--- src/hw/scp_pkg.sv ---
// Purpose: shared constants for the stack monitor chain port
// Assumes: system clock of 25 MHz
// Notes: watchdog figures are in milliseconds
package scp_pkg;
	localparam int unsigned CLK_HZ = 25000000;
	localparam int unsigned WDOG_MIN_MS = 1000;
	localparam int unsigned WDOG_MAX_MS = 2500;
	// timeout sits at the least figure, rounded down to whole cycles
	localparam int unsigned WDOG_CYCLES = (CLK_HZ / 1000) * WDOG_MIN_MS;
	localparam int unsigned WDOG_W = 26;
	localparam int unsigned CMD_BITS = 16;
	localparam int unsigned CNT_W = 5;
	localparam int unsigned CFG_W = 8;
	localparam logic [7:0] CFG_RESET = 8'h00;
	localparam int unsigned GP_W = 2;
	localparam logic [1:0] GP_RESET = 2'h3;
endpackage

--- src/hw/scp_chain_port.sv ---
// Purpose: daisy-chain serial port, watchdog and open-drain gp pins
// Assumes: link clock far slower than i_mclk; mode 0 spi
// Notes:
// Notes on behaviour
// - downstream select follows upstream select.
// - downstream clock follows upstream clock.
// - bidirectional chain data sends down and receives back.
// - top of stack: ignore chain data, disable clock and select out.
// - not top: pass data down and accept returned data.
// - watchdog asserts after one to 2.5 s with no valid command.
// - watchdog expiry returns configuration to defaults.
// - watchdog output is open-drain, low when asserted.
// - gp bit zero pulls its pin low.
// - gp bit one releases the pin.
// - gp read returns actual pin level.
// - mode strap high: upstream pins are voltage logic.
// - mode strap low: current signalling, data-out unused.
// - voltage mode data-out is open-drain pulldown; host pulls up.
// - watchdog expiry switches off discharge outputs.
// - exchange is spi compatible: select, clock, data in, out.
`timescale 1ns/1ps
module scp_chain_port
	import scp_pkg::*;
#(
	parameter int unsigned WDOG_LIMIT = scp_pkg::WDOG_CYCLES
) (
	input wire logic i_mclk,
	input wire logic i_sys_rst,
	input wire logic i_chain_select_in_n,
	input wire logic i_chain_clock_in,
	input wire logic i_upstream_data_in,
	input wire logic i_top_of_stack_strap,
	input wire logic i_signalling_mode_strap,
	input wire logic i_chain_data_bidir,
	input wire logic i_gp_pin_one,
	input wire logic i_gp_pin_two,
	input wire logic i_reply_bit,
	input wire logic i_cfg_wr,
	input wire logic [scp_pkg::CFG_W-1:0] i_cfg_wdata,
	input wire logic [scp_pkg::GP_W-1:0] i_gp_wdata,
	input wire logic i_dis_wr,
	input wire logic [11:0] i_dis_wdata,
	output logic o_chain_select_out_n,
	output logic o_chain_clock_out,
	output logic o_chain_data_bidir,
	output logic o_chain_data_bidir_oe,
	output logic o_upstream_data_out,
	output logic o_upstream_data_out_oe,
	output logic o_upstream_data_in,
	output logic o_upstream_data_in_oe,
	output logic o_watchdog_out_n,
	output logic o_watchdog_out_n_oe,
	output logic o_gp_pin_one,
	output logic o_gp_pin_one_oe,
	output logic o_gp_pin_two,
	output logic o_gp_pin_two_oe,
	output logic [scp_pkg::GP_W-1:0] o_gp_level,
	output logic [scp_pkg::CFG_W-1:0] o_cfg,
	output logic [11:0] o_discharge,
	output logic o_cmd_valid,
	output logic [scp_pkg::CMD_BITS-1:0] o_cmd
);
	import scp_pkg::*;

	// ==========================================================
	// pin synchronisers
	// ==========================================================
	logic [7:0] raw;
	logic [7:0] syn;
	// select goes through inverted so cleared stages read as deselected;
	// otherwise a false frame would follow every reset
	assign raw = {~i_chain_select_in_n, i_chain_clock_in,
		i_upstream_data_in, i_top_of_stack_strap, i_signalling_mode_strap,
		i_chain_data_bidir, i_gp_pin_two, i_gp_pin_one};

	scp_sync #(.W(8)) u_sync (
		.i_mclk(i_mclk),
		.i_sys_rst(i_sys_rst),
		.i_async(raw),
		.o_sync(syn)
	);

	logic cs_n, sck, upstream_data_in, top_of_stack_strap, signalling_mode_strap, dn_in;
	assign cs_n = ~syn[7];
	assign sck = syn[6];
	assign upstream_data_in = syn[5];
	assign top_of_stack_strap = syn[4];
	assign signalling_mode_strap = syn[3];
	assign dn_in = syn[2];
	// level bit n belongs to gp bit n
	assign o_gp_level = syn[1:0];

	// ==========================================================
	// link edge detection
	// ==========================================================
	logic sck_q;
	always_ff @(posedge i_mclk or posedge i_sys_rst) begin
		if (i_sys_rst) begin
			sck_q <= 1'b0;
		end else begin
			sck_q <= sck;
		end
	end
	logic rise, fall;
	assign rise = sck & ~sck_q & ~cs_n;
	assign fall = ~sck & sck_q & ~cs_n;

	// ==========================================================
	// downstream forwarding
	// ==========================================================
	// registered copies of the pins; top of stack parks select and clock idle
	always_ff @(posedge i_mclk or posedge i_sys_rst) begin
		if (i_sys_rst) begin
			o_chain_select_out_n <= 1'b1;
			o_chain_clock_out <= 1'b0;
			o_chain_data_bidir <= 1'b0;
		end else begin
			o_chain_select_out_n <= top_of_stack_strap ? 1'b1 : cs_n;
			o_chain_clock_out <= top_of_stack_strap ? 1'b0 : sck;
			o_chain_data_bidir <= upstream_data_in;
		end
	end
	// downstream data is driven while the command goes down, then released
	// so that the device below can return its reply in the same frame
	logic rx_q;
	assign o_chain_data_bidir_oe = ~top_of_stack_strap & ~cs_n & ~o_chain_select_out_n
		& ~rx_q;

	property p_select_follow;
		@(posedge i_mclk) disable iff (i_sys_rst)
		o_chain_select_out_n == ($past(top_of_stack_strap) | $past(cs_n));
	endproperty
	a_select_follow: assert property (p_select_follow)
		else $error("select out does not follow select in");

	property p_clock_follow;
		@(posedge i_mclk) disable iff (i_sys_rst)
		o_chain_clock_out == ($past(sck) & ~$past(top_of_stack_strap));
	endproperty
	a_clock_follow: assert property (p_clock_follow)
		else $error("clock out does not follow clock in");

	property p_top_no_drive;
		@(posedge i_mclk) disable iff (i_sys_rst)
		top_of_stack_strap |-> !o_chain_data_bidir_oe;
	endproperty
	a_top_no_drive: assert property (p_top_no_drive)
		else $error("chain data driven at top of stack");

	// ==========================================================
	// command shift register and watchdog
	// ==========================================================
	logic [CMD_BITS-1:0] sh_q;
	logic [CNT_W-1:0] cnt_q;
	// only the first command of a frame is taken; the rest of the frame
	// carries the reply back up
	always_ff @(posedge i_mclk or posedge i_sys_rst) begin
		if (i_sys_rst) begin
			sh_q <= '0;
			cnt_q <= '0;
			rx_q <= 1'b0;
			o_cmd_valid <= 1'b0;
			o_cmd <= '0;
		end else begin
			o_cmd_valid <= 1'b0;
			if (cs_n) begin
				cnt_q <= '0;
				rx_q <= 1'b0;
			end else if (rise && !rx_q) begin
				sh_q <= {sh_q[CMD_BITS-2:0], upstream_data_in};
				if (cnt_q == CNT_W'(CMD_BITS - 1)) begin
					cnt_q <= '0;
					rx_q <= 1'b1;
					o_cmd_valid <= 1'b1;
					o_cmd <= {sh_q[CMD_BITS-2:0], upstream_data_in};
				end else begin
					cnt_q <= cnt_q + 1'b1;
				end
			end
		end
	end

	logic [WDOG_W-1:0] wd_q;
	logic wd_exp_q;
	always_ff @(posedge i_mclk or posedge i_sys_rst) begin
		if (i_sys_rst) begin
			wd_q <= '0;
			wd_exp_q <= 1'b0;
		end else if (o_cmd_valid) begin
			wd_q <= '0;
			wd_exp_q <= 1'b0;
		end else if (wd_q == WDOG_W'(WDOG_LIMIT - 1)) begin
			wd_exp_q <= 1'b1;
		end else begin
			wd_q <= wd_q + 1'b1;
		end
	end
	assign o_watchdog_out_n = 1'b0;
	assign o_watchdog_out_n_oe = wd_exp_q;

	property p_cmd_pulse;
		@(posedge i_mclk) disable iff (i_sys_rst)
		o_cmd_valid |=> !o_cmd_valid;
	endproperty
	a_cmd_pulse: assert property (p_cmd_pulse)
		else $error("command valid longer than one cycle");

	property p_rx_release;
		@(posedge i_mclk) disable iff (i_sys_rst)
		$rose(rx_q) |-> o_cmd_valid && !o_chain_data_bidir_oe;
	endproperty
	a_rx_release: assert property (p_rx_release)
		else $error("chain data not released after the command");

	property p_wdog_release;
		@(posedge i_mclk) disable iff (i_sys_rst)
		o_cmd_valid |=> !o_watchdog_out_n_oe;
	endproperty
	a_wdog_release: assert property (p_wdog_release)
		else $error("watchdog not released by a command");

	property p_wdog_hold;
		@(posedge i_mclk) disable iff (i_sys_rst)
		o_watchdog_out_n_oe && !o_cmd_valid |=> o_watchdog_out_n_oe;
	endproperty
	a_wdog_hold: assert property (p_wdog_hold)
		else $error("watchdog dropped without a command");

	// ==========================================================
	// configuration, gp pins, discharge
	// ==========================================================
	logic [GP_W-1:0] gp_q;
	always_ff @(posedge i_mclk or posedge i_sys_rst) begin
		if (i_sys_rst) begin
			o_cfg <= CFG_RESET;
			gp_q <= GP_RESET;
			o_discharge <= '0;
		end else if (wd_exp_q) begin
			o_cfg <= CFG_RESET;
			gp_q <= GP_RESET;
			o_discharge <= '0;
		end else begin
			if (i_cfg_wr) begin
				o_cfg <= i_cfg_wdata;
				gp_q <= i_gp_wdata;
			end
			if (i_dis_wr) begin
				o_discharge <= i_dis_wdata;
			end
		end
	end
	assign o_gp_pin_one = 1'b0;
	assign o_gp_pin_two = 1'b0;
	assign o_gp_pin_one_oe = ~gp_q[0];
	assign o_gp_pin_two_oe = ~gp_q[1];

	property p_wdog_defaults;
		@(posedge i_mclk) disable iff (i_sys_rst)
		o_watchdog_out_n_oe |=> o_cfg == CFG_RESET && gp_q == GP_RESET
			&& o_discharge == '0;
	endproperty
	a_wdog_defaults: assert property (p_wdog_defaults)
		else $error("configuration not at defaults under watchdog");

	// ==========================================================
	// upstream reply path
	// ==========================================================
	logic rep_q;
	always_ff @(posedge i_mclk or posedge i_sys_rst) begin
		if (i_sys_rst) begin
			rep_q <= 1'b1;
		end else if (fall) begin
			rep_q <= top_of_stack_strap ? i_reply_bit : dn_in;
		end
	end
	// voltage mode: open-drain low on data-out; current mode on data-in
	assign o_upstream_data_out = 1'b0;
	assign o_upstream_data_out_oe = signalling_mode_strap & ~cs_n & ~rep_q;
	assign o_upstream_data_in = 1'b0;
	assign o_upstream_data_in_oe = ~signalling_mode_strap & ~cs_n & ~rep_q;

	property p_reply_quiet;
		@(posedge i_mclk) disable iff (i_sys_rst)
		cs_n |-> !o_upstream_data_out_oe && !o_upstream_data_in_oe;
	endproperty
	a_reply_quiet: assert property (p_reply_quiet)
		else $error("reply driven while deselected");

	property p_reply_mode;
		@(posedge i_mclk) disable iff (i_sys_rst)
		!(signalling_mode_strap ? o_upstream_data_in_oe : o_upstream_data_out_oe);
	endproperty
	a_reply_mode: assert property (p_reply_mode)
		else $error("reply on the pin of the other mode");
endmodule // scp_chain_port

--- src/hw/scp_sync.sv ---
// Purpose: two-flop synchroniser for asynchronous pin levels
// Assumes: one clock domain
// Notes: first stage is read only by the second
`timescale 1ns/1ps
module scp_sync #(
	parameter int unsigned W = 1
) (
	input wire logic i_mclk,
	input wire logic i_sys_rst,
	input wire logic [W-1:0] i_async,
	output logic [W-1:0] o_sync
);
	logic [W-1:0] meta_q;

	always_ff @(posedge i_mclk or posedge i_sys_rst) begin
		if (i_sys_rst) begin
			meta_q <= '0;
			o_sync <= '0;
		end else begin
			meta_q <= i_async;
			o_sync <= meta_q;
		end
	end
endmodule // scp_sync

--- config.mk ---
export PLATFORM = sky130hd
export DESIGN_NAME = scp_chain_port
export DESIGN_NICKNAME = d
export VERILOG_FILES = /design/src/hw/scp_pkg.sv /design/src/hw/scp_chain_port.sv /design/src/hw/scp_sync.sv
export SDC_FILE = /design/constraint.sdc
export NUM_CORES = 1
export LEC_CHECK = 0
export BUFFER_PORTS_ARGS = -buffer_cell sky130_fd_sc_hd__clkbuf_2
export CAP_MARGIN = 20
export CELL_PAD_IN_SITES_DETAIL_PLACEMENT = 2
export CELL_PAD_IN_SITES_GLOBAL_PLACEMENT = 2
export CORE_UTILIZATION = 35
export CTS_CLUSTER_SIZE = 28
export DETAILED_ROUTE_END_ITERATION = 6
export PLACE_DENSITY = 0.86
export SLEW_MARGIN = 20
export SYNTH_ARGS = -nofsm -noshare
export SYNTH_HDL_FRONTEND = slang
export SYNTH_SLANG_ARGS = --single-unit
export TNS_END_PERCENT = 100
--- constraint.sdc ---
create_clock -name i_mclk -period 4.1 [get_ports i_mclk]
set_input_delay 0.41 -clock i_mclk [delete_from_list [all_inputs] [get_ports i_mclk]]
set_output_delay 0.41 -clock i_mclk [all_outputs]
set_load 0.1 [all_outputs]
==> summary.md, run 1 <==
| Metric | Value |
|---|---|
| Fin crit share | `0.572` |
| Antenna fix cells | `0` |
| NetSw | `0.000735 W` |
| Clock Power Share | `0.374` |
| Lkg Pwr | `2.70 nW` |
| Effective utilization at floorplan | `0.360` |
| WHS Endpoint | `u_sync.meta_q[6]` |
| Met1 global-route usage | `0.206` |
| Row Count | `41` |
| Startpoint Class | `flip-flop` |
| # setup viols final | `0` |
| VDD IR max | `0.000339 V` |
| Reg clk slew, reported paths | `70 ps` |
| Seq pwr share | `0.481` |
| Hold path depth | `1` |
| Placer congestion estimate | `0.770` |
| CTS buffer count | `9` |
| Reg2reg setup slack | `1750 ps` |
| First-pass GRT wire length | `about 19000 um` |
| Initial antenna violation count | `0` |
| Hold Buf Count CTS | `1` |
| Critical Path Sink Type | `flip-flop` |
| Largest family of logic cells by synthesized area | `simple AND/OR/NAND/NOR gates` |
| Hold Path Class | `in -> reg` |
| Most common cell after layout, fill and taps aside | `dfrtp_1` |
| Status | `finished, final reports clean` |
| Via count | `3242` |
| Layout cells sized above 1 | `0.270` |
| Gr ovfl total | `0` |
| Met2 usage | `0.350` |
| Post-synthesis xor/xnor area fraction | `0.0135` |
| Pre-antenna DRT Iters | `4` |
| Setup ws final | `1750 ps` |
| Clock Sinks | `108` |
| R2R Path Start | `rx_q` |
| Post-synthesis compound-gate area fraction | `0.0560` |
| Min Tclk post-route | `roughly 2300 ps` |
| CTS tree | `built` |
| Placed cell count | `around 640` |
| Post-synthesis sequential area ratio | `0.597` |
| Total die area | `13400 sq um` |
| DRT antenna net count | `0` |
| Setup TNS | `0 ps` |
| Initial drt markers | `94` |
| Fin. max-slew vios | `0` |
| HPWL Detailed | `between 7000 and 8000 um` |
| Grt met3 use | `0.0513` |
| Number of vias per cell | `~5.0` |
| Ys Warns | `0` |
| DP Area | `5070 sq um` |
| Pin count of the biggest net entering global routing | `47` |
| Longest Clk Path Bufs | `2` |
| FFs w/ async S/R, synth | `1.00` |
| Worst slew margin | `0.441` |
| Adder-Cell Fraction of Synth Area | `0.00551` |
| Pint | `0.00168 W` |
| Worst r2r path cells | `4` |
| Hold wc startpoint | `i_chain_clock_in` |
| Gate power share | `0.145` |
| Worst-Skew Late Latency | `approximately 350 ps` |
| Number of flops mapped to enable cells by yosys | `0` |
| Fin nets | `513` |
| Total power | `0.00241 W` |
| Worst path required time | `4340 ps` |
| Die width | `116 um` |
| Final hold violation count | `0` |
| Root Buffer | `clkbuf_16` |
| P&R area growth vs syn | `18.7%` |
| Worst R2R End | `o_cmd[1]` |
| RSZ-0062 raised after global routing | `no` |
| WS Path Type | `reg -> reg` |
| Number of I/O pins | `88` |
| Die Span Y | `116 um` |
| Flops & latches, synth | `108` |
| Power Density | `448 nW/um^2` |
| DRT Wirelength | `11100 um` |
| Post-Layout Cell Count | `roughly 650` |
| Netlist cell types | `52` |
| Most frequent cells in the layout | `dfrtp_1, clkbuf_2, nand2_1` |
| PostCTS Resize Cnt | `0` |
| PortBufs | `82` |
| Avg WL per Cell | `17.0 um` |
| Ys flop type | `dfrtp_1` |
| Worst Path Arrival | `approximately 2600 ps` |
| Detailed-route DRC error count | `0` |
| Total GRT Usage | `0.186` |
| Mux cell area share after synthesis | `0.104` |
| Global route hottest layer | `met2` |
| Maximum capacitance violations | `0` |
| Switch share | `0.305` |
| CP Max Fanout | `19` |
| Post-synthesis cell area | `4540 sq um` |
| Mean post-synth cell area | `11.4 sq um` |
| H-tree Lvls | `3` |
| Clock Skew | `5.25 ps` |
| Post-synthesis simple-gate area fraction | `0.186` |
| Slew @ Worst Pin | `approximately 840 ps` |
| Fmax | `between 400 and 500 MHz` |
| Post-CTS setup repair buffer count | `0` |
| Vias in the first global route | `roughly 3800` |
| Syn Inst Count | `399` |
| Core box area | `between 10000 and 15000 sq um` |
| Post-route cell area | `5390 sq um` |
| Worst slack at placement | `1760 ps` |
[synthesized netlist by cell type (all sizes together), types with 2 or more instances]
library cell	count	area (sq um)
or3	5	31.3
nand3	12	60.1
nor3b	2	20.0
buf	16	105
a21oi	12	60.1
nand4	10	83.8
and2	8	50.1
mux2	23	263
o31ai	7	52.6
nor2b	7	43.8
clkbuf	8	30.0
or4	5	37.5
dfstp	4	105
o211ai	2	15.0
o21ai	9	45.0
nand2	60	228
nor4	3	25.0
xor2	4	35.0
nor3	6	41.3
inv	9	33.8
xnor2	3	26.3
a31oi	3	18.8
ha	2	25.0
mux2i	21	210
nor2	35	131
and4	4	38.8
dfrtp	104	2600
and3	4	25.0
[cell families after synthesis]
group                      after synthesis
other                                    1
adders and majority gates                2
xor gates and xnor gates                 7
AOI/OAI and AO/OA                       40
muxes                                   44
DFF                                    108
buffers and inverters                   33
and+or+nand+nor                        164
[how the worst max path moves through the flow]
| stage | startpoint | to | cells past startpoint |
|---|---|---|---|
| 2_1_floorplan | i_sys_rst | cnt_q[0] | 1 |
| 3_3_place_gp | rx_q | o_cmd[0] | 4 |
| 3_5_place_dp | rx_q | o_cmd[1] | 4 |
| 4_1_cts | rx_q | o_cmd[1] | 4 |
| 5_1_grt | u_sync.o_sync[6] | o_cmd[1] | 4 |
| 6_report | rx_q | o_cmd[1] | 4 |
[cell type report]
cell class	instances	area (sq um)
fill	1362	7230
sequential	108	2710
multi-input combinational	262	1680
timing repair buffer	86	443
clock buffer	11	243
tap	172	215
clock inverter	5	66.3
inverter	9	36.3
[stage by stage]
stage / hold slack (ps) / utilization
2_1_floorplan: 331 / -
3_3_place_gp: 332 / 0.402
3_5_place_dp: 338 / 0.402
4_1_cts: 143 / 0.427
5_1_grt: 139 / 0.427
6_report: 158 / 0.427
[sequential cells by signal, indices dropped and copies added (netlist names)]
signal                flops
cnt_q                     5
gp_q                      2
o_cfg                     8
o_chain_clock_out         1
o_chain_data_bidir        1
o_chain_select_out_n      1
o_cmd                    16
o_cmd_valid               1
o_discharge              12
o_watchdog_out_n_oe       1
rep_q                     1
rx_q                      1
sck_q                     1
sh_q                     15
u_sync.meta_q             8
u_sync.o_sync             8
wd_q                     26
[power by group through the flow]
stage | logic [W] | clock network [W] | registers, W
after floorplan | 0.000130 | 0 | 0.00133
after global placement | 0.000342 | 0 | 0.00118
after detailed placement | 0.000353 | 0 | 0.00118
after CTS | 0.000356 | 0.000934 | 0.00116
after global routing | 0.000370 | 0.000968 | 0.00117
final | 0.000350 | 0.000904 | 0.00116
[critical path, stage by stage (launching register included)]
cell and delay (ps):
dfrtp_1 420, nor3b_2 320, nand2_2 300, nor3_4 770, mux2_2 420
[layer usage]
metal / vias to the layer above / routed length, um
li1: 1512 / -
met1: 1669 / 4350
met2: 48 / 6280
met3: 13 / 372
met4: 0 / 111
met5: - / 0
No activity file was read; power rests on OpenSTA's default activity.
==> run 2: changes to the inputs <==
- CORE_UTILIZATION: 35 -> 32
- PLACE_DENSITY: 0.86 -> 0.83
- clock period: 4.1 -> 2.1 ns (I/O delays scaled with it)
==> run 2 against run 1 <==
  * Global-route usage is 2.1 points lower
  * Sequential share of layout area is 1.9 points lower
  * Via count is 1.8% higher
  * First-iteration DRC count is 32% lower
==> summary.md, run 2 (synthesis results as in run 1) <==
| Metric | Value |
|---|---|
| Vias in the first global route | `3717 (-1.5%)` |
| Largest registers | `wd_q x26, o_cmd x16, sh_q x15` |
| HPWL Detailed | `7670 um (-3.2%)` |
| Number of vias per cell | `4.88 (-1.7%)` |
| R2R Path Start | `wd_q[0]` |
| Worst Path Arrival | `1760 ps (-830 ps)` |
| Fmax | `about 510 MHz` |
| Max incr delay on CP | `550 ps (-220 ps)` |
| Avg WL per Cell | `16.5 um (-2.8%)` |
| Reg clk slew, reported paths | `70 ps (about the same)` |
| PortBufs | `82 (unchanged)` |
| DRT antenna net count | `0 (unchanged)` |
| Detailed-route DRC error count | `0 (unchanged)` |
| Antenna fix cells | `0 (unchanged)` |
| Maximum capacitance violations | `0 (unchanged)` |
| DP Area | `5190 sq um (+2.3%)` |
| WP buf/inv | `2 (+2)` |
| Initial antenna violation count | `0 (unchanged)` |
| Worst r2r path cells | `6 (+2)` |
| Worst slew margin | `0.629 (+0.189)` |
| Number of I/O pins | `88 (unchanged)` |
| RSZ-0062 raised after global routing | `no` |
| Most flops, register | `wd_q` |
| Effective utilization at floorplan | `0.327 (-0.0327)` |
| Post-CTS setup repair buffer count | `0 (unchanged)` |
| PostCTS Resize Cnt | `0 (unchanged)` |
| # setup viols final | `0 (unchanged)` |
| H-tree Lvls | `3 (unchanged)` |
| CTS buffer count | `9 (unchanged)` |
| Hold Path Class | `in -> reg` |
| Worst R2R End | `wd_q[22]` |
| Longest Clk Path Bufs | `2 (unchanged)` |
| Row Count | `43 (+4.9%)` |
| Final hold slack | `80.4 ps (-78.0 ps)` |
| Via count | `3300 (+1.8%)` |
| Min Tclk post-route | `1970 ps` |
| Layout cells sized above 1 | `0.282 (+0.0120)` |
| Crit-path slowest cell | `dfrtp_1` |
| Root Buffer | `clkbuf_16` |
| Pre-antenna DRT Iters | `4 (unchanged)` |
| Placer congestion estimate | `0.788 (+2.3%)` |
| Fin. max-slew vios | `0 (unchanged)` |
| CP Max Fanout | `10 (-9)` |
| Worst path required time | `1890 ps (-2450 ps)` |
| Lkg Pwr | `2.78 nW (+3.3%)` |
| Max reg flops | `26 (unchanged)` |
| Final hold violation count | `0 (unchanged)` |
| Initial drt markers | `64 (-32%)` |
| Power Density | `861 nW/um^2 (+92%)` |
| Clock Sinks | `108 (unchanged)` |
| Core box area | `13900 sq um (+10%)` |
| CP cell instances | `inv_1 -> nor3b_2 -> clkbuf_2` |
| Fin nets | `528 (+2.9%)` |
| Setup crit start | `u_sync.o_sync[7]` |
| Critical Path Sink Type | `output port` |
| Slew @ Worst Pin | `558 ps (-278 ps)` |
| DRT Wirelength | `11200 um (+0.59%)` |
| CP delay by family, top | `buffers and inverters` |
| CP Capture Point | `o_upstream_data_out_oe` |
| Gr ovfl total | `0 (unchanged)` |
| CP Depth | `3 (-1)` |
| Most frequent cells in the layout | `dfrtp_1, clkbuf_2, nand2_1` |
| First-pass GRT wire length | `18700 um (-1.7%)` |
| CTS tree | `built` |
| Total die area | `14700 sq um (+9.2%)` |
| Fillers | `1515 (+11%)` |
| Post-route cell area | `5600 sq um (+4.0%)` |
| P&R area growth vs syn | `23.5%` |
| WS Path Type | `reg -> out` |
| Status | `finished, final reports clean` |
| Fin crit share | `0.940` |
| Total GRT Usage | `0.165 (-0.0206)` |
| Total power | `0.00482 W (+100%)` |
| Startpoint Class | `flip-flop` |
| Clock Skew | `7.03 ps (+1.78 ps)` |
| Reg2reg setup slack | `170 ps (-1580 ps)` |
| VDD IR max | `0.000468 V (+38%)` |
| Die Span Y | `121 um (+4.5%)` |
| Pin count of the biggest net entering global routing | `50 (+6.4%)` |
| Worst-Skew Late Latency | `360 ps (about the same)` |
| Most common cell after layout, fill and taps aside | `dfrtp_1` |
| Setup TNS | `0 ps (unchanged)` |
| Die width | `121 um (+4.5%)` |
## run 2: worst min-delay path by stage
stage	end	from	cells past startpoint
final	gp_q[0]	i_gp_wdata[0]	3
after global routing	gp_q[0]	i_gp_wdata[0]	3
after CTS	gp_q[0]	i_gp_wdata[0]	3
after detailed placement	sh_q[4]	i_sys_rst	2
after global placement	o_cmd[4]	i_sys_rst	2
after floorplan	u_sync.meta_q[0]	i_gp_pin_one	0
## run 2: what timing repair did
| item | CTS | global route |
|---|---|---|
| hold endpoints to repair | 29 | 0 |
| hold buffers | 9 | 0 |
| setup endpoints to repair | 0 | 0 |
## run 2: power breakdown
part	switching, W	leakage [nW]	internal, W
Clock	0.000794	0.155	0.00106
Combinational	0.000573	1.24	0.000130
Sequential	0.0000746	1.39	0.00219
## run 2: cell type report
cell class                      count  area (sq um)  area share
Multi-Input combinational cell    262          1690       0.302
Inverter                            9          37.5     0.00670
Timing Repair Buffer              101           616       0.110
Tap cell                          180           225      0.0402
Clock inverter                      6          96.3      0.0172
Clock buffer                       10           229      0.0409
Sequential cell                   108          2710       0.483
## run 2: layer usage
metal	wire, um	GRT usage	share of wire
met3	356	0.0381	0.032
met1	4620	0.187	0.41
met5	0	0	0
met2	6050	0.304	0.54
met4	153	0.0532	0.014
## run 2: through the flow
stage                util  setup slack [ps]  instances
detailed placement  0.374               179        651
CTS                 0.404              94.5        676
floorplan               -              78.8        403
finish              0.404               126        676
global route        0.404              15.0        676
global placement    0.374               276        651
## run 2: worst register-to-register path, cell delays in order (launching register included)
cell	delay [ps]
dfrtp_1	400
ha_1	280
and3_1	290
nand4_1	170
buf_4	220
or3_1	350
a21oi_1	150
==> run 3: changes to the inputs <==
- CORE_UTILIZATION: 32 -> 33
- CTS_BUF_LIST: default -> sky130_fd_sc_hd__clkbuf_4 sky130_fd_sc_hd__clkbuf_8
- PLACE_DENSITY: 0.83 -> 0.85
==> run 3 against run 2 <==
  * Global-route usage is 0.86 points higher
  * Non-clock buffer count shrank 1
  * Sequential share of layout area is 1.0 points higher
  * Cell area shrank 2.1%
  * Fmax increased by 0.45%
  * Clock skew grew 5.5 ps
  * Sequential cell count did not move
  * First-iteration DRC count increased by 47%
  * Critical path depth unchanged
  * Register-to-register slack improved by 20 ps
  * Core utilization up 0.72 points
  * Critical path type unchanged
  * Critical endpoint unchanged
==> summary.md, run 3 (synthesis results as in run 1) <==
| Metric | Value |
|---|---|
| Vias in the first global route | `3649 (-1.8%)` |
| Row Count | `42 (-2.3%)` |
| Hold path depth | `3 (unchanged)` |
| Via count | `3301 (+0.030%)` |
| Initial drt markers | `94 (+47%)` |
| CP cell instances | `inv_1 -> nor3b_2 -> clkbuf_4` |
| Effective utilization at floorplan | `0.340 (+0.0131)` |
| Clock Skew | `12.5 ps (+5.46 ps)` |
| Critical Path Sink Type | `output port` |
| Most frequent cells in the layout | `dfrtp_1, clkbuf_2, nand2_1` |
| CP Capture Point | `o_upstream_data_out_oe` |
| Reg2reg setup slack | `190 ps (+20 ps)` |
| Slew @ Worst Pin | `616 ps (+57.8 ps)` |
| Post-Layout Cell Count | `671 (-0.74%)` |
| DRT antenna net count | `0 (unchanged)` |
| RSZ-0062 raised after global routing | `yes` |
| Die Span Y | `119 um (-1.5%)` |
| Max reg flops | `26 (unchanged)` |
| R2R Path Start | `wd_q[0]` |
| P&R area growth vs syn | `20.8%` |
| DRT Wirelength | `11300 um (+1.3%)` |
| CTS buffer count | `9 (unchanged)` |
| WS Path Type | `reg -> out` |
| Lkg Pwr | `2.73 nW (-2.0%)` |
| Placed cell count | `646 (-0.77%)` |
| Crit-path slowest cell | `dfrtp_1` |
| Layout cells sized above 1 | `0.283 (+0.000570)` |
| Worst R2R End | `wd_q[24]` |
| Most flops, register | `wd_q` |
| Status | `finished, final reports clean` |
| Worst-Skew Late Latency | `400 ps (+40 ps)` |
| Startpoint Class | `flip-flop` |
| CP Max Fanout | `10 (unchanged)` |
| Fmax | `509 MHz (+0.45%)` |
| Worst Path Arrival | `1760 ps (about the same)` |
| Core box area | `13300 sq um (-3.8%)` |
| Fillers | `1453 (-4.1%)` |
| Fin. max-slew vios | `0 (unchanged)` |
| Setup crit start | `u_sync.o_sync[7]` |
| Largest registers | `wd_q x26, o_cmd x16, sh_q x15` |
| Number of I/O pins | `88 (unchanged)` |
| HPWL Detailed | `7960 um (+3.7%)` |
| Fin crit share | `0.936 (-0.00420)` |
| Number of vias per cell | `4.92 (+0.78%)` |
| Antenna fix cells | `0 (unchanged)` |
| Max incr delay on CP | `570 ps (+20 ps)` |
| Detailed-route DRC error count | `0 (unchanged)` |
| Longest Clk Path Bufs | `2 (unchanged)` |
| Die width | `119 um (-1.5%)` |
| Initial antenna violation count | `0 (unchanged)` |
| CTS tree | `built` |
| Reg clk slew, reported paths | `100 ps (+30 ps)` |
| Most common cell after layout, fill and taps aside | `dfrtp_1` |
| Total GRT Usage | `0.174 (+0.00864)` |
| Final hold slack | `37.5 ps (-42.9 ps)` |
| Avg WL per Cell | `16.9 um (+2.0%)` |
| Fin nets | `527 (-0.19%)` |
| VDD IR max | `0.000480 V (+2.5%)` |
| PortBufs | `82 (unchanged)` |
| Register Area | `2710 sq um (unchanged)` |
| H-tree Lvls | `3 (unchanged)` |
| Worst r2r path cells | `6 (unchanged)` |
| Min Tclk post-route | `1970 ps (-8.82 ps)` |
| Root Buffer | `clkbuf_8` |
| Worst slew margin | `0.589 (-0.0401)` |
| Setup TNS | `0 ps (unchanged)` |
| Hold Path Class | `in -> reg` |
| Area of the multi-input gates | `1690 sq um (unchanged)` |
| Maximum capacitance violations | `0 (unchanged)` |
| Power Density | `792 nW/um^2 (-8.0%)` |
| Worst path required time | `1890 ps (about the same)` |
| Clock Sinks | `108 (unchanged)` |
| Pre-antenna DRT Iters | `4 (unchanged)` |
| First-pass GRT wire length | `18900 um (+1.3%)` |
| Final hold violation count | `0 (unchanged)` |
| # setup viols final | `0 (unchanged)` |
| Pin count of the biggest net entering global routing | `109 (+120%)` |
| Placer congestion estimate | `0.758 (-3.9%)` |
| Total die area | `14200 sq um (-3.0%)` |
| Gr ovfl total | `0 (unchanged)` |
run 3: final cells by class:
cell class | instances | share of cell area
clock inverter | 5 | 0.0125
inverter | 9 | 0.00684
tap | 176 | 0.0402
sequential | 108 | 0.494
timing repair buffer | 100 | 0.112
clock buffer | 11 | 0.0265
multi-input combinational | 262 | 0.308
run 3: report_power, final:
group / internal [W] / leakage, nW / switching, W
Combinational: 0.000128 / 1.24 / 0.000573
Sequential: 0.00219 / 1.39 / 0.0000779
Clock: 0.000616 / 0.107 / 0.000757
run 3: layer usage:
layer	part of all wire	up-vias	routed length [um]	global-route usage
met5	0	-	0	0
met1	0.41	1699	4620	0.192
met4	0.015	0	174	0.0617
met2	0.55	47	6230	0.323
li1	-	1541	-	-
met3	0.026	14	294	0.0393
run 3: metrics by stage:
| step | total power [W] | utilization | cell area [sq um] | setup slack, ps |
|---|---|---|---|---|
| finish | 0.00434 | 0.411 | 5480 | 135 |
| floorplan | 0.00285 | - | 4570 | 78.8 |
| detailed placement | 0.00300 | 0.388 | 5170 | 166 |
| global placement | 0.00297 | 0.388 | 5170 | 254 |
| CTS | 0.00441 | 0.411 | 5480 | 103 |
| global route | 0.00449 | 0.411 | 5480 | -2.78 |
run 3: what timing repair did:
item,4_1_cts,5_1_grt
cloned,0,0
gates resized for setup,2,0
setup endpoints to repair,2,1
hold endpoints to repair,89,0
buffers inserted,0,0
hold buffers,9,0
run 3: worst max-delay path, delay by kind of cell (launching register included):
kind | cells | cell delay, ps
DFF | 1 | 570
buffers and inverters | 2 | 560
and+or+nand+nor | 1 | 230
run 3: worst min path at each step:
stage / to / from
3_5_place_dp: u_sync.meta_q[6] / i_chain_clock_in
2_1_floorplan: u_sync.meta_q[0] / i_gp_pin_one
4_1_cts: gp_q[0] / i_gp_wdata[0]
3_3_place_gp: u_sync.meta_q[5] / i_upstream_data_in
6_report: gp_q[0] / i_gp_wdata[0]
5_1_grt: gp_q[0] / i_gp_wdata[0]
